$ cat config.mk
export PLATFORM = sky130hd
export DESIGN_NAME = usb_host_pipe_control
export DESIGN_NICKNAME = d
export VERILOG_FILES = /design/src/logic/usb_host_pipe_control.v
export VERILOG_INCLUDE_DIRS = /design/src /design/src/pkg
export SDC_FILE = /design/constraint.sdc
export NUM_CORES = 1
export LEC_CHECK = 0
export ABC_CLOCK_PERIOD_IN_PS = 10000
export BUFFER_PORTS_ARGS = -buffer_cell sky130_fd_sc_hd__buf_4
export CORE_MARGIN = 2
export CORE_UTILIZATION = 45
export DETAILED_ROUTE_END_ITERATION = 16
export SYNTH_ARGS = -nofsm -noshare
export SYNTH_HDL_FRONTEND = slang
export SYNTH_SLANG_ARGS = --single-unit
$ cat constraint.sdc
create_clock -name ref_clk -period 10 [get_ports ref_clk]
set_input_delay 1 -clock ref_clk [delete_from_list [all_inputs] [get_ports ref_clk]]
set_output_delay 1 -clock ref_clk [all_outputs]
set_load 0.01 [all_outputs]
$ cat src/pkg/usb_pipe_map.vh
`ifndef USB_PIPE_MAP_VH
`define USB_PIPE_MAP_VH

// ----------------------------------------
// pipe register windows, byte addresses
// ----------------------------------------
`define NUM_PIPES 7
`define PIPE_STRIDE 12'h004
`define PIPE_CONTROL_REG 12'h5c0
`define PIPE_CONTROL_SET_ALIAS 12'h5f0
`define PIPE_CONTROL_CLEAR_ALIAS 12'h620
`define PIPE_IN_REQUEST_COUNT 12'h650
`define PIPE_ERROR_FLAGS 12'h680
`define PIPE_IRQ_STATUS 12'h6b0
`define PIPE_IRQ_CLEAR 12'h6b4
`define PIPE_IRQ_ENABLE 12'h6b8

// ----------------------------------------
// pipe control fields
// ----------------------------------------
`define CTRL_W 19
`define CTRL_TOGGLE_REINIT 18
`define CTRL_HALT 17
`define CTRL_DMA_BLOCK 16
`define CTRL_BANK_HANDOVER 14
`define CTRL_SET_MASK 19'h710ff
`define CTRL_CLR_MASK 19'h350ff
`define CTRL_RESET 19'h00000

// ----------------------------------------
// in request and error fields
// ----------------------------------------
`define REQUEST_COUNT_W 9
`define REQUEST_COUNT_MODE 8
`define REQUEST_COUNT_RESET 9'h000
`define ERR_W 7
`define ERR_CNT_LO 5
`define ERR_CNT_MAX 2'h3
`define ERR_RESET 7'h00

// ----------------------------------------
// interrupt status layout and bus answers
// ----------------------------------------
`define IRQ_W 14
`define IRQ_DONE_LO 7
`define RESP_OKAY 2'h0
`define RESP_SLVERR 2'h2

`endif

$ cat src/logic/usb_host_pipe_control.v
`include "usb_pipe_map.vh"
`default_nettype none

// Summary of operation
// - a write to a pipe's clear alias clears each control bit in CTRL_CLR_MASK written as one, leaves the rest, and reads zero.
// - a write to a pipe's set alias sets each control bit in CTRL_SET_MASK written as one, leaves the rest, and reads zero.
// - set strobes cover toggle reinit, halt and dma block; clear strobes cover halt, dma block and bank handover.
// - with endless request mode set the pipe requests for as long as it is not halted, ignoring the count.
// - with endless request mode clear the pipe makes request_count plus one IN requests and then halts.
// - outside endless request mode each successful IN request decrements a nonzero 8-bit request count by one.
// - a two-bit error counter increments on any of the five errors and clears on an error-free packet.
// - when the error counter reaches three the pipe halt bit is set.
// - software writing zero to the error counter field clears it.
// - each error flag is set by hardware when its error is detected.
// - writing zero to an error flag clears it and writing one leaves it unchanged.
// - while the halt bit is set the pipe makes no requests, and clearing it re-enables them.
// - setting toggle reinit returns the data toggle to its start value and the bit then clears itself.
// - clearing bank handover sends or frees the current bank and moves to the next one.
module usb_host_pipe_control #(
  parameter NP = `NUM_PIPES,
  parameter AW = 12
) (
  input wire ref_clk, // 20 MHz system clock
  input wire arst_n, // asynchronous reset, active low
  input wire [AW-1:0] s_axi_awaddr, // write address
  input wire s_axi_awvalid, // write address valid
  output wire s_axi_awready, // write address ready
  input wire [31:0] s_axi_wdata, // write data
  input wire [3:0] s_axi_wstrb, // write byte strobes
  input wire s_axi_wvalid, // write data valid
  output wire s_axi_wready, // write data ready
  output reg [1:0] s_axi_bresp, // write response code
  output reg s_axi_bvalid, // write response valid
  input wire s_axi_bready, // write response ready
  input wire [AW-1:0] s_axi_araddr, // read address
  input wire s_axi_arvalid, // read address valid
  output wire s_axi_arready, // read address ready
  output reg [31:0] s_axi_rdata, // read data
  output reg [1:0] s_axi_rresp, // read response code
  output reg s_axi_rvalid, // read data valid
  input wire s_axi_rready, // read data ready
  input wire [2:0] txn_pipe, // pipe that the transaction event belongs to
  input wire txn_in_ok, // pulse: IN request finished without error
  input wire txn_err_valid, // pulse: txn_err holds detected errors
  input wire [4:0] txn_err, // crc16, timeout, pid, data pid, toggle
  input wire txn_good, // pulse: packet received with no error
  input wire [NP-1:0] bank_ready, // pulse per pipe: current bank free or filled
  input wire [NP-1:0] halt_req, // pulse per pipe: stall, reset or other halt cause
  output wire [NP-1:0] pipe_halt, // pipe may not issue requests
  output wire [NP-1:0] endless_request_mode, // pipe requests until halted
  output wire [NP-1:0] toggle_reinit, // one-cycle pulse: reset data toggle
  output reg [NP-1:0] bank_release, // one-cycle pulse: send or free bank
  output wire [NP-1:0] dma_block, // pipe interrupts block dma requests
  output wire [NP*9-1:0] irq_enables, // per pipe: busy bank enable, 8 enables
  output wire irq // level interrupt
);

  // ----------------------------------------
  // reset release
  // ----------------------------------------
  reg rst_meta;
  reg rst_n;

  always @(posedge ref_clk or negedge arst_n) begin
    if (!arst_n) begin
      rst_meta <= 1'b0;
      rst_n <= 1'b0;
    end else begin
      rst_meta <= 1'b1;
      rst_n <= rst_meta;
    end
  end

  // ----------------------------------------
  // helpers
  // ----------------------------------------
  // {hit, index} for a seven-word window starting at base
  function [3:0] pipe_slot;
    input [AW-1:0] a;
    input [AW-1:0] base;
    reg [AW-1:0] off;
    begin
      off = a - base;
      pipe_slot = {(a >= base) && (off[1:0] == 2'h0) && (off[AW-1:2] < NP), off[4:2]};
    end
  endfunction

  function [31:0] byte_mask;
    input [3:0] s;
    begin
      byte_mask = {{8{s[3]}}, {8{s[2]}}, {8{s[1]}}, {8{s[0]}}};
    end
  endfunction

  // ----------------------------------------
  // write channel
  // ----------------------------------------
  reg aw_held;
  reg w_held;
  reg [AW-1:0] aw_addr;
  reg [31:0] w_data;
  reg [3:0] w_strb;
  // a new write waits until the previous response is taken, so at most one is in flight
  wire wr_go = aw_held && w_held && !s_axi_bvalid;
  wire [31:0] bmask = byte_mask(w_strb);
  wire [31:0] wd = w_data & bmask;
  wire [3:0] wr_set = pipe_slot(aw_addr, `PIPE_CONTROL_SET_ALIAS);
  wire [3:0] wr_clr = pipe_slot(aw_addr, `PIPE_CONTROL_CLEAR_ALIAS);
  wire [3:0] wr_request_count = pipe_slot(aw_addr, `PIPE_IN_REQUEST_COUNT);
  wire [3:0] wr_err = pipe_slot(aw_addr, `PIPE_ERROR_FLAGS);
  wire [3:0] wr_ctl = pipe_slot(aw_addr, `PIPE_CONTROL_REG);
  wire wr_iclr = aw_addr == `PIPE_IRQ_CLEAR;
  wire wr_ien = aw_addr == `PIPE_IRQ_ENABLE;
  wire wr_istat = aw_addr == `PIPE_IRQ_STATUS;
  wire wr_mapped = wr_set[3] | wr_clr[3] | wr_request_count[3] | wr_err[3] | wr_ctl[3] | wr_iclr | wr_ien | wr_istat;

  assign s_axi_awready = !aw_held;
  assign s_axi_wready = !w_held;

  // address and data are taken in either order and held until both are here
  always @(posedge ref_clk or negedge rst_n) begin
    if (!rst_n) begin
      aw_held <= 1'b0;
      w_held <= 1'b0;
      aw_addr <= {AW{1'b0}};
      w_data <= 32'h00000000;
      w_strb <= 4'h0;
      s_axi_bvalid <= 1'b0;
      s_axi_bresp <= `RESP_OKAY;
    end else begin
      if (s_axi_awvalid && !aw_held) begin
        aw_held <= 1'b1;
        aw_addr <= s_axi_awaddr;
      end
      if (s_axi_wvalid && !w_held) begin
        w_held <= 1'b1;
        w_data <= s_axi_wdata;
        w_strb <= s_axi_wstrb;
      end
      if (wr_go) begin
        aw_held <= 1'b0;
        w_held <= 1'b0;
        s_axi_bvalid <= 1'b1;
        s_axi_bresp <= wr_mapped ? `RESP_OKAY : `RESP_SLVERR;
      end else if (s_axi_bvalid && s_axi_bready) begin
        s_axi_bvalid <= 1'b0;
      end
    end
  end

  // ----------------------------------------
  // per pipe state
  // ----------------------------------------
  wire [31:0] ctrl_rd [0:NP-1];
  wire [31:0] request_count_rd [0:NP-1];
  wire [31:0] err_rd [0:NP-1];
  wire [NP-1:0] err_limit_ev;
  wire [NP-1:0] count_done_ev;
  wire [NP-1:0] bank_rel_next;

  genvar i;
  generate
    for (i = 0; i < NP; i = i + 1) begin : pipe
      reg [`CTRL_W-1:0] ctrl;
      reg [`REQUEST_COUNT_W-1:0] request_count;
      reg [`ERR_W-1:0] err;
      reg [`CTRL_W-1:0] next_ctrl;
      reg [`REQUEST_COUNT_W-1:0] next_request_count;
      reg [`ERR_W-1:0] next_err;
      reg lim;
      reg done;
      wire mine = txn_pipe == i;
      wire ev_ok = txn_in_ok && mine;
      // an error event with no kind flagged counts as no event at all
      wire ev_err = txn_err_valid && mine && (txn_err != 5'h00);
      wire ev_good = txn_good && mine;
      wire set_hit = wr_go && wr_set[3] && (wr_set[2:0] == i);
      wire clr_hit = wr_go && wr_clr[3] && (wr_clr[2:0] == i);
      wire request_count_hit = wr_go && wr_request_count[3] && (wr_request_count[2:0] == i);
      wire err_hit = wr_go && wr_err[3] && (wr_err[2:0] == i);

      always @* begin
        next_request_count = request_count;
        done = 1'b0;
        if (request_count_hit) begin
          next_request_count = (request_count & ~bmask[`REQUEST_COUNT_W-1:0]) | wd[`REQUEST_COUNT_W-1:0];
        end
        // requests are only counted when not endless; the last one halts the pipe
        if (ev_ok && !request_count[`REQUEST_COUNT_MODE]) begin
          if (request_count[7:0] == 8'h00) begin
            done = 1'b1;
          end else begin
            next_request_count[7:0] = request_count[7:0] - 8'h01;
          end
        end

        next_err = err;
        if (err_hit) begin
          next_err[4:0] = err[4:0] & (w_data[4:0] | ~bmask[4:0]);
          if (w_strb[0] && (w_data[6:5] == 2'h0)) begin
            next_err[6:5] = 2'h0;
          end
        end
        lim = 1'b0;
        if (ev_err) begin
          next_err[4:0] = next_err[4:0] | txn_err;
          if (next_err[6:5] != `ERR_CNT_MAX) begin
            next_err[6:5] = next_err[6:5] + 2'h1;
          end
          lim = next_err[6:5] == `ERR_CNT_MAX;
        end else if (ev_good) begin
          next_err[6:5] = 2'h0;
        end

        next_ctrl = ctrl;
        // toggle reinit lives one cycle only: the toggle logic acts on the pulse
        next_ctrl[`CTRL_TOGGLE_REINIT] = 1'b0;
        if (set_hit) begin
          next_ctrl = next_ctrl | (wd[`CTRL_W-1:0] & `CTRL_SET_MASK);
        end
        if (clr_hit) begin
          next_ctrl = next_ctrl & ~(wd[`CTRL_W-1:0] & `CTRL_CLR_MASK);
        end
        // hardware sets win over a clear strobe in the same cycle
        if (done || lim || halt_req[i]) begin
          next_ctrl[`CTRL_HALT] = 1'b1;
        end
        if (bank_ready[i]) begin
          next_ctrl[`CTRL_BANK_HANDOVER] = 1'b1;
        end
      end

      always @(posedge ref_clk or negedge rst_n) begin
        if (!rst_n) begin
          ctrl <= `CTRL_RESET;
          request_count <= `REQUEST_COUNT_RESET;
          err <= `ERR_RESET;
        end else begin
          ctrl <= next_ctrl;
          request_count <= next_request_count;
          err <= next_err;
        end
      end

      assign ctrl_rd[i] = {{(32-`CTRL_W){1'b0}}, ctrl};
      assign request_count_rd[i] = {{(32-`REQUEST_COUNT_W){1'b0}}, request_count};
      assign err_rd[i] = {{(32-`ERR_W){1'b0}}, err};
      assign err_limit_ev[i] = lim;
      assign count_done_ev[i] = done;
      assign bank_rel_next[i] = clr_hit && wd[`CTRL_BANK_HANDOVER] && ctrl[`CTRL_BANK_HANDOVER];
      assign pipe_halt[i] = ctrl[`CTRL_HALT];
      assign endless_request_mode[i] = request_count[`REQUEST_COUNT_MODE];
      assign toggle_reinit[i] = ctrl[`CTRL_TOGGLE_REINIT];
      assign dma_block[i] = ctrl[`CTRL_DMA_BLOCK];
      assign irq_enables[i*9 +: 9] = {ctrl[12], ctrl[7:0]};
    end
  endgenerate

  // one register for every pipe keeps a single driver on the pulse output
  always @(posedge ref_clk or negedge rst_n) begin
    if (!rst_n) begin
      bank_release <= {NP{1'b0}};
    end else begin
      bank_release <= bank_rel_next;
    end
  end

  // ----------------------------------------
  // interrupt status
  // ----------------------------------------
  reg [`IRQ_W-1:0] irq_status;
  reg [`IRQ_W-1:0] irq_enable;
  wire [`IRQ_W-1:0] irq_events = {count_done_ev, err_limit_ev};
  wire iclr_hit = wr_go && wr_iclr;
  wire ien_hit = wr_go && wr_ien;

  always @(posedge ref_clk or negedge rst_n) begin
    if (!rst_n) begin
      irq_status <= {`IRQ_W{1'b0}};
      irq_enable <= {`IRQ_W{1'b0}};
    end else begin
      // an event in the clearing cycle survives the clear
      irq_status <= (irq_status & ~(iclr_hit ? wd[`IRQ_W-1:0] : {`IRQ_W{1'b0}})) | irq_events;
      if (ien_hit) begin
        irq_enable <= (irq_enable & ~bmask[`IRQ_W-1:0]) | wd[`IRQ_W-1:0];
      end
    end
  end

  assign irq = |(irq_status & irq_enable);

  // ----------------------------------------
  // read channel
  // ----------------------------------------
  wire [3:0] rd_ctl = pipe_slot(s_axi_araddr, `PIPE_CONTROL_REG);
  wire [3:0] rd_set = pipe_slot(s_axi_araddr, `PIPE_CONTROL_SET_ALIAS);
  wire [3:0] rd_clr = pipe_slot(s_axi_araddr, `PIPE_CONTROL_CLEAR_ALIAS);
  wire [3:0] rd_request_count = pipe_slot(s_axi_araddr, `PIPE_IN_REQUEST_COUNT);
  wire [3:0] rd_err = pipe_slot(s_axi_araddr, `PIPE_ERROR_FLAGS);
  reg [31:0] rd_value;
  reg rd_ok;

  // the answer is captured when the address is taken, so later state changes do not alter it
  assign s_axi_arready = !s_axi_rvalid;

  always @* begin
    rd_value = 32'h00000000;
    rd_ok = 1'b1;
    if (rd_ctl[3]) begin
      rd_value = ctrl_rd[rd_ctl[2:0]];
    end else if (rd_request_count[3]) begin
      rd_value = request_count_rd[rd_request_count[2:0]];
    end else if (rd_err[3]) begin
      rd_value = err_rd[rd_err[2:0]];
    end else if (s_axi_araddr == `PIPE_IRQ_STATUS) begin
      rd_value = {{(32-`IRQ_W){1'b0}}, irq_status};
    end else if (s_axi_araddr == `PIPE_IRQ_ENABLE) begin
      rd_value = {{(32-`IRQ_W){1'b0}}, irq_enable};
    end else if (rd_set[3] || rd_clr[3] || s_axi_araddr == `PIPE_IRQ_CLEAR) begin
      rd_value = 32'h00000000;
    end else begin
      rd_ok = 1'b0;
    end
  end

  always @(posedge ref_clk or negedge rst_n) begin
    if (!rst_n) begin
      s_axi_rvalid <= 1'b0;
      s_axi_rdata <= 32'h00000000;
      s_axi_rresp <= `RESP_OKAY;
    end else if (s_axi_arvalid && !s_axi_rvalid) begin
      s_axi_rvalid <= 1'b1;
      s_axi_rdata <= rd_value;
      s_axi_rresp <= rd_ok ? `RESP_OKAY : `RESP_SLVERR;
    end else if (s_axi_rvalid && s_axi_rready) begin
      s_axi_rvalid <= 1'b0;
    end
  end

endmodule

`default_nettype wire

Word-level counts from Yosys, hierarchy flattened. Index checks and enable logic that the tools add are counted.

Register bits: 356. Input bits: 92. Output and inout bits: 140. Word-level logic and storage cells: 521.

$add $sub $neg: 24. Order comparisons: 23. Eq/ne operators: 50. Multiplexer cells: 150. Bitwise operators: 64. Reductions and logical operators: 167.

Operators by type and width (count): $bmux 32 s3 (3); $mux 32 (9); $mux 19 (14); $mux 8 (21); $and 19x19->19 (8); $or 18x19->19 (7); $ge 12x11->1 const B (10); $sub 12x11->12 const B (10); $logic_and 1x1->1 (111); $lt 10x3->1 const B (10); $mux 2 (37); $eq 12x11->1 const B (6); $and 9x9->9 (7); $or 9x9->9 (7); $logic_not 8->1 (7); $sub 8x1->8 const B (7); $mux 1 (49); $mux 7 (7); $eq 3x3->1 const B (15); $and 14x14->14 (3); $mux 14 (3); $or 5x5->5 (8); $and 5x5->5 (7); $mux 5 (7); other kinds (20) (105).

Depth between registers and ports, before layout.
Word-level depth: 15. Depth in mapped cells: 11.

Least setup slack after synthesis. Ideal clock, no wire load.

Kind: input -> register. From: in s_axi_araddr[4]. To: reg s_axi_rdata[10]. Setup time: 0.083 ns. Arrival time: 3.449 ns. Required time: 9.917 ns. Setup slack: 6.468 ns. Stages on the path: 11. Buffers on the path: 3. Cell sequence: clkbuf_1 > inv_1 > clkbuf_1 > clkbuf_1 > ha_1 > nor4bb_1 > a41oi_1 > o31a_1 > o21ai_1 > or4b_2 > o21ai_0.

Cells in the longest elaborated chain, start to end: 8. Elaborated cells on any way between the ends: 34. Classes of those cells: add/sub (3); order compare (6); eq/ne (2); mux (14); bitwise (3); reduce/logical (6).

Ends and longest elaborated chain: from (decl) (line usb_host_pipe_control.v:35) `input wire [AW-1:0] s_axi_araddr,`; parallel branches: the longest is 7 deep, another holds $sub 12x11->12; $mux 32 * (line usb_host_pipe_control.v:309) `if (rd_ctl[3]) begin`; to (signal assigned) (line usb_host_pipe_control.v:333) `s_axi_rdata <= rd_value;`; to (decl) (line usb_host_pipe_control.v:38) `output reg [31:0] s_axi_rdata,`.

Every way passes the cells marked *. The select of a mux whose other input is x is not followed. A chain may end at the register's enable or synchronous reset.

Worst setup path in the final report.
From: reg aw_addr[4]. To: reg pipe[4].request_count[7].

Cells in the longest elaborated chain, start to end: 8. Elaborated cells on any way between the ends: 11. Classes of those cells: add/sub (1); order compare (2); eq/ne (1); mux (3); reduce/logical (4).

Ends and longest elaborated chain: from (decl) (line usb_host_pipe_control.v:100) `reg [AW-1:0] aw_addr;`; from (signal assigned) (line usb_host_pipe_control.v:125) `aw_addr <= {AW{1'b0}};`; from (signal assigned) (line usb_host_pipe_control.v:133) `aw_addr <= s_axi_awaddr;`; $sub 12x11->12 or $ge 12x11->1 (tied branches) (line usb_host_pipe_control.v:83, usb_host_pipe_control.v:84); $lt 10x3->1 or $logic_and 1x1->1 (tied branches) (line usb_host_pipe_control.v:84) `pipe_slot = {(a >= base) && (off[1:0] == 2'h0) && (off[AW-1:2] < NP), off[4:2]};`; $logic_and 1x1->1 (line usb_host_pipe_control.v:84); $logic_and 1x1->1 (line usb_host_pipe_control.v:179) `wire request_count_hit = wr_go && wr_request_count[3] && (wr_request_count[2:0] == i);`; $logic_and 1x1->1 * (line usb_host_pipe_control.v:179); $mux 8 * (line usb_host_pipe_control.v:185) `if (request_count_hit) begin`; $mux 8 (line usb_host_pipe_control.v:190) `if (request_count[7:0] == 8'h00) begin`; $mux 8 * (line usb_host_pipe_control.v:189) `` if (ev_ok && !request_count[`REQUEST_COUNT_MODE]) begin ``; via pipe[4].next_request_count[7] (line usb_host_pipe_control.v:168) `` reg [`REQUEST_COUNT_W-1:0] next_request_count; ``; to (signal assigned) (line usb_host_pipe_control.v:236) `` request_count <= `REQUEST_COUNT_RESET; ``; to (signal assigned) (line usb_host_pipe_control.v:240) `request_count <= next_request_count;`; to (decl) (line usb_host_pipe_control.v:165) `` reg [`REQUEST_COUNT_W-1:0] request_count; ``.

The timed path passes the listed nets; every way through them passes the cells marked *.

==> results.yml <==
floorplan:
  core_area_um2: 37800
  die_h_um: 200
  die_area_um2: 40000
  num_rows: 71
  io_pins: 232
  start_util_pct: 45.8
  die_x_um: 200
cts:
  clk_path_buf_depth: 3
  root_buffer: "clkbuf_16"
  cts_made_buffers: 36
  cts-resized-gates: 0
  cts_max_level: 2
  clkTransAtPathRegs_ns: 0.06
  cts_setup_buffers: 0
  insertion_delay_ns: 0.56
  cts.sinks: 297
  cts_tree: "done"
  ctsHoldBuffers: 0
synthesis:
  yosysUniqueCellTypes: 83
  synth_edf_count: 0
  synth_seq_cells: 297
  ys_seq_area_share_pct: 43.0
  yosysTopAreaCellShare_pct: 43.0
  ys_warn_count: 0
  syn_area_per_cell_um2: 9.35
  synth_cells: 1851
  synth.area.top_cells: "dfrtp_1, a21oi_1, buf_4"
  synth_top_area_cell: "dfrtp_1"
  synth_ff_type: "dfrtp_1"
  syn_area_um2: 17300
  async_flop_share_pct: 100
power_and_ir_drop:
  total_power_mw: 4.08
  p_leak_nw: 8.35
  power_density_nw_per_um2: 208
  irDropWorstVdd_v: 0.000189
setup_path:
  start_kind: "register"
  path_class: "register to register"
  worstPathMaxFanout: 13
  worstPathArrival_ns: 4.39
  crit_path_end_kind: "register"
  critPathRequiredTime_ns: 10.46
global_route:
  overflow: 0
  antenna_found_initial: 2
  grt_pass1_wl_um: 88400
  grt_pass1_vias: 14200
  gr-usage-all-layers_pct: 29.6
  grt_max_degree: 75
job:
  drv_cap: 0
layout:
  drive_above_1_share_pct: 20.6
  register_area_um2: 7440
  final_core_util_pct: 51.9
  multiInputGateArea_um2: 8490
  fin_nets: 2031
  final_cell_mix: "dfrtp_1, buf_4, a21oi_1"
  nFillCells: 3523
  final_common_cell: "dfrtp_1"
  areaGrowthSynthToFinish_pct: 13.4
routing:
  drc: 0
  drt-initial-drc-count: 1394
  drtPass1Iterations: 6
  drt_wl_total_um: 59100
  vias: 14800
  ant_nets: 0
  viasPerCell: 6.06
  post_drt_wl_per_cell_um: 24.2
sta:
  fin_crit_ns: 3.93
  final_hold_viol_count: 0
  relSlewSlack_pct: 8.04
  slew_violations: 0
  max_clock_freq_mhz: 254
  post-route-period-util_pct: 39.3
  whs_ns: 0.221
  skew_ns: 0.0265
  tightest_slew_ns: 1.36
  tns_ns: 0
  rsz0062_at_grt: "false"
  setup_violations: 0
run_status:
  status: "finished, final reports clean"
placement:
  routabilityCongestion: 0.953
  port_buffers: 200
  dp_hpwl_um: 42300
min_path:
  worstHoldPathType: "primary input to asynchronous set/reset pin"
[synth_stat cells (15+ instances only)]
| cell | number |
|---|---|
| nor2b_1 | 15 |
| nor2_1 | 105 |
| mux4_2 | 29 |
| dfrtp_1 | 297 |
| o21ai_0 | 102 |
| a21o_1 | 15 |
| nand3_1 | 45 |
| and2_1 | 17 |
| inv_1 | 44 |
| buf_4 | 107 |
| mux2i_1 | 50 |
| nand2_1 | 194 |
| o211ai_1 | 22 |
| mux2_2 | 57 |
| nand2b_1 | 19 |
| or3_1 | 20 |
| nor3_1 | 62 |
| a211oi_1 | 27 |
| ha_1 | 33 |
| a21oi_1 | 224 |
| nand4_1 | 23 |
| clkbuf_1 | 98 |
[worst max-delay path: stages, from the launching register on]
cell	delay [ns]
dfrtp_1	0.62
clkinv_1	0.42
ha_1	0.39
xnor2_1	0.14
or4_4	0.45
a21oi_2	0.48
nand4_1	0.64
mux2_2	0.50
a211oi_1	0.21
[per-stage QoR]
step | area (um^2) | setup slack (ns) | instances
4_1_cts | 19600 | 6.09 | 2444
3_3_place_gp | 18400 | 5.75 | 2379
3_5_place_dp | 18400 | 5.67 | 2379
2_1_floorplan | 17400 | 1.11 | 1866
5_1_grt | 19600 | 5.85 | 2444
6_report | 19600 | 6.07 | 2445
[cells by family after synthesis]
family | share of synthesized area, %
multiplexers | 10.4
AO/OA/AOI/OAI | 18.1
flip-flops | 43.0
adder cells (fa/ha/maj) | 2.39
buffers and inverters | 8.35
AND/OR/NAND/NOR | 17.1
other | 0.0434
XOR/XNOR | 0.608
[path summary, 6_finish.rpt]
kind                                   startpoint                                  to  slack, ns  cells after the start
min in group ref_clk           rst_meta$_DFF_PN0_                     rst_n$_DFF_PN0_       0.35                      0
max in group asynchronous         rst_n$_DFF_PN0_               w_data[7]$_DFFE_PN0P_       7.58                      2
setup / recovery           aw_addr[4]$_DFFE_PN0P_  pipe[4].request_count[7]$_DFF_PN0_       6.07                      8
setup reg to reg           aw_addr[4]$_DFFE_PN0P_  pipe[4].request_count[7]$_DFF_PN0_       6.07                      8
hold reg to reg                   rst_n$_DFF_PN0_           bank_release[6]$_DFF_PN0_       0.31                      0
hold / removal                             arst_n                     rst_n$_DFF_PN0_       0.22                      1
[state kept, by name, summed over array words and instances, names as in the netlist, 7 cells and up]
| name | flops |
|---|---|
| pipe.ctrl | 91 |
| pipe.request_count | 63 |
| pipe.err | 49 |
| s_axi_rdata | 18 |
| w_data | 18 |
| irq_enable | 14 |
| irq_status | 14 |
| aw_addr | 12 |
| bank_release | 7 |
[report_power, final]
group / switching [mW] / total [mW] / internal (mW)
clock network: 0.525 / 1.30 / 0.772
logic: 0.704 / 1.09 / 0.388
registers: 0.326 / 1.69 / 1.37
[cell type report]
class	count	area share, %
repair buffers	228	8.73
inverters	45	0.861
diodes	1	0.0128
multi-input cells	1298	43.3
well taps	511	3.26
clock inverters	6	0.357
clock buffers	59	5.56
flip-flops and latches	297	37.9
[per-layer routing]
layer | vias up | wire length [um] | global-route usage [%] | part of all wire (%)
li1 | 6719 | - | - | -
met4 | 0 | 1800 | 10.2 | 3.0
met5 | - | 0 | 0 | 0
met3 | 101 | 4820 | 5.71 | 8.2
met1 | 7346 | 25900 | 42.3 | 44
met2 | 661 | 26600 | 45.2 | 45
No activity file was read; power rests on OpenSTA's default activity.
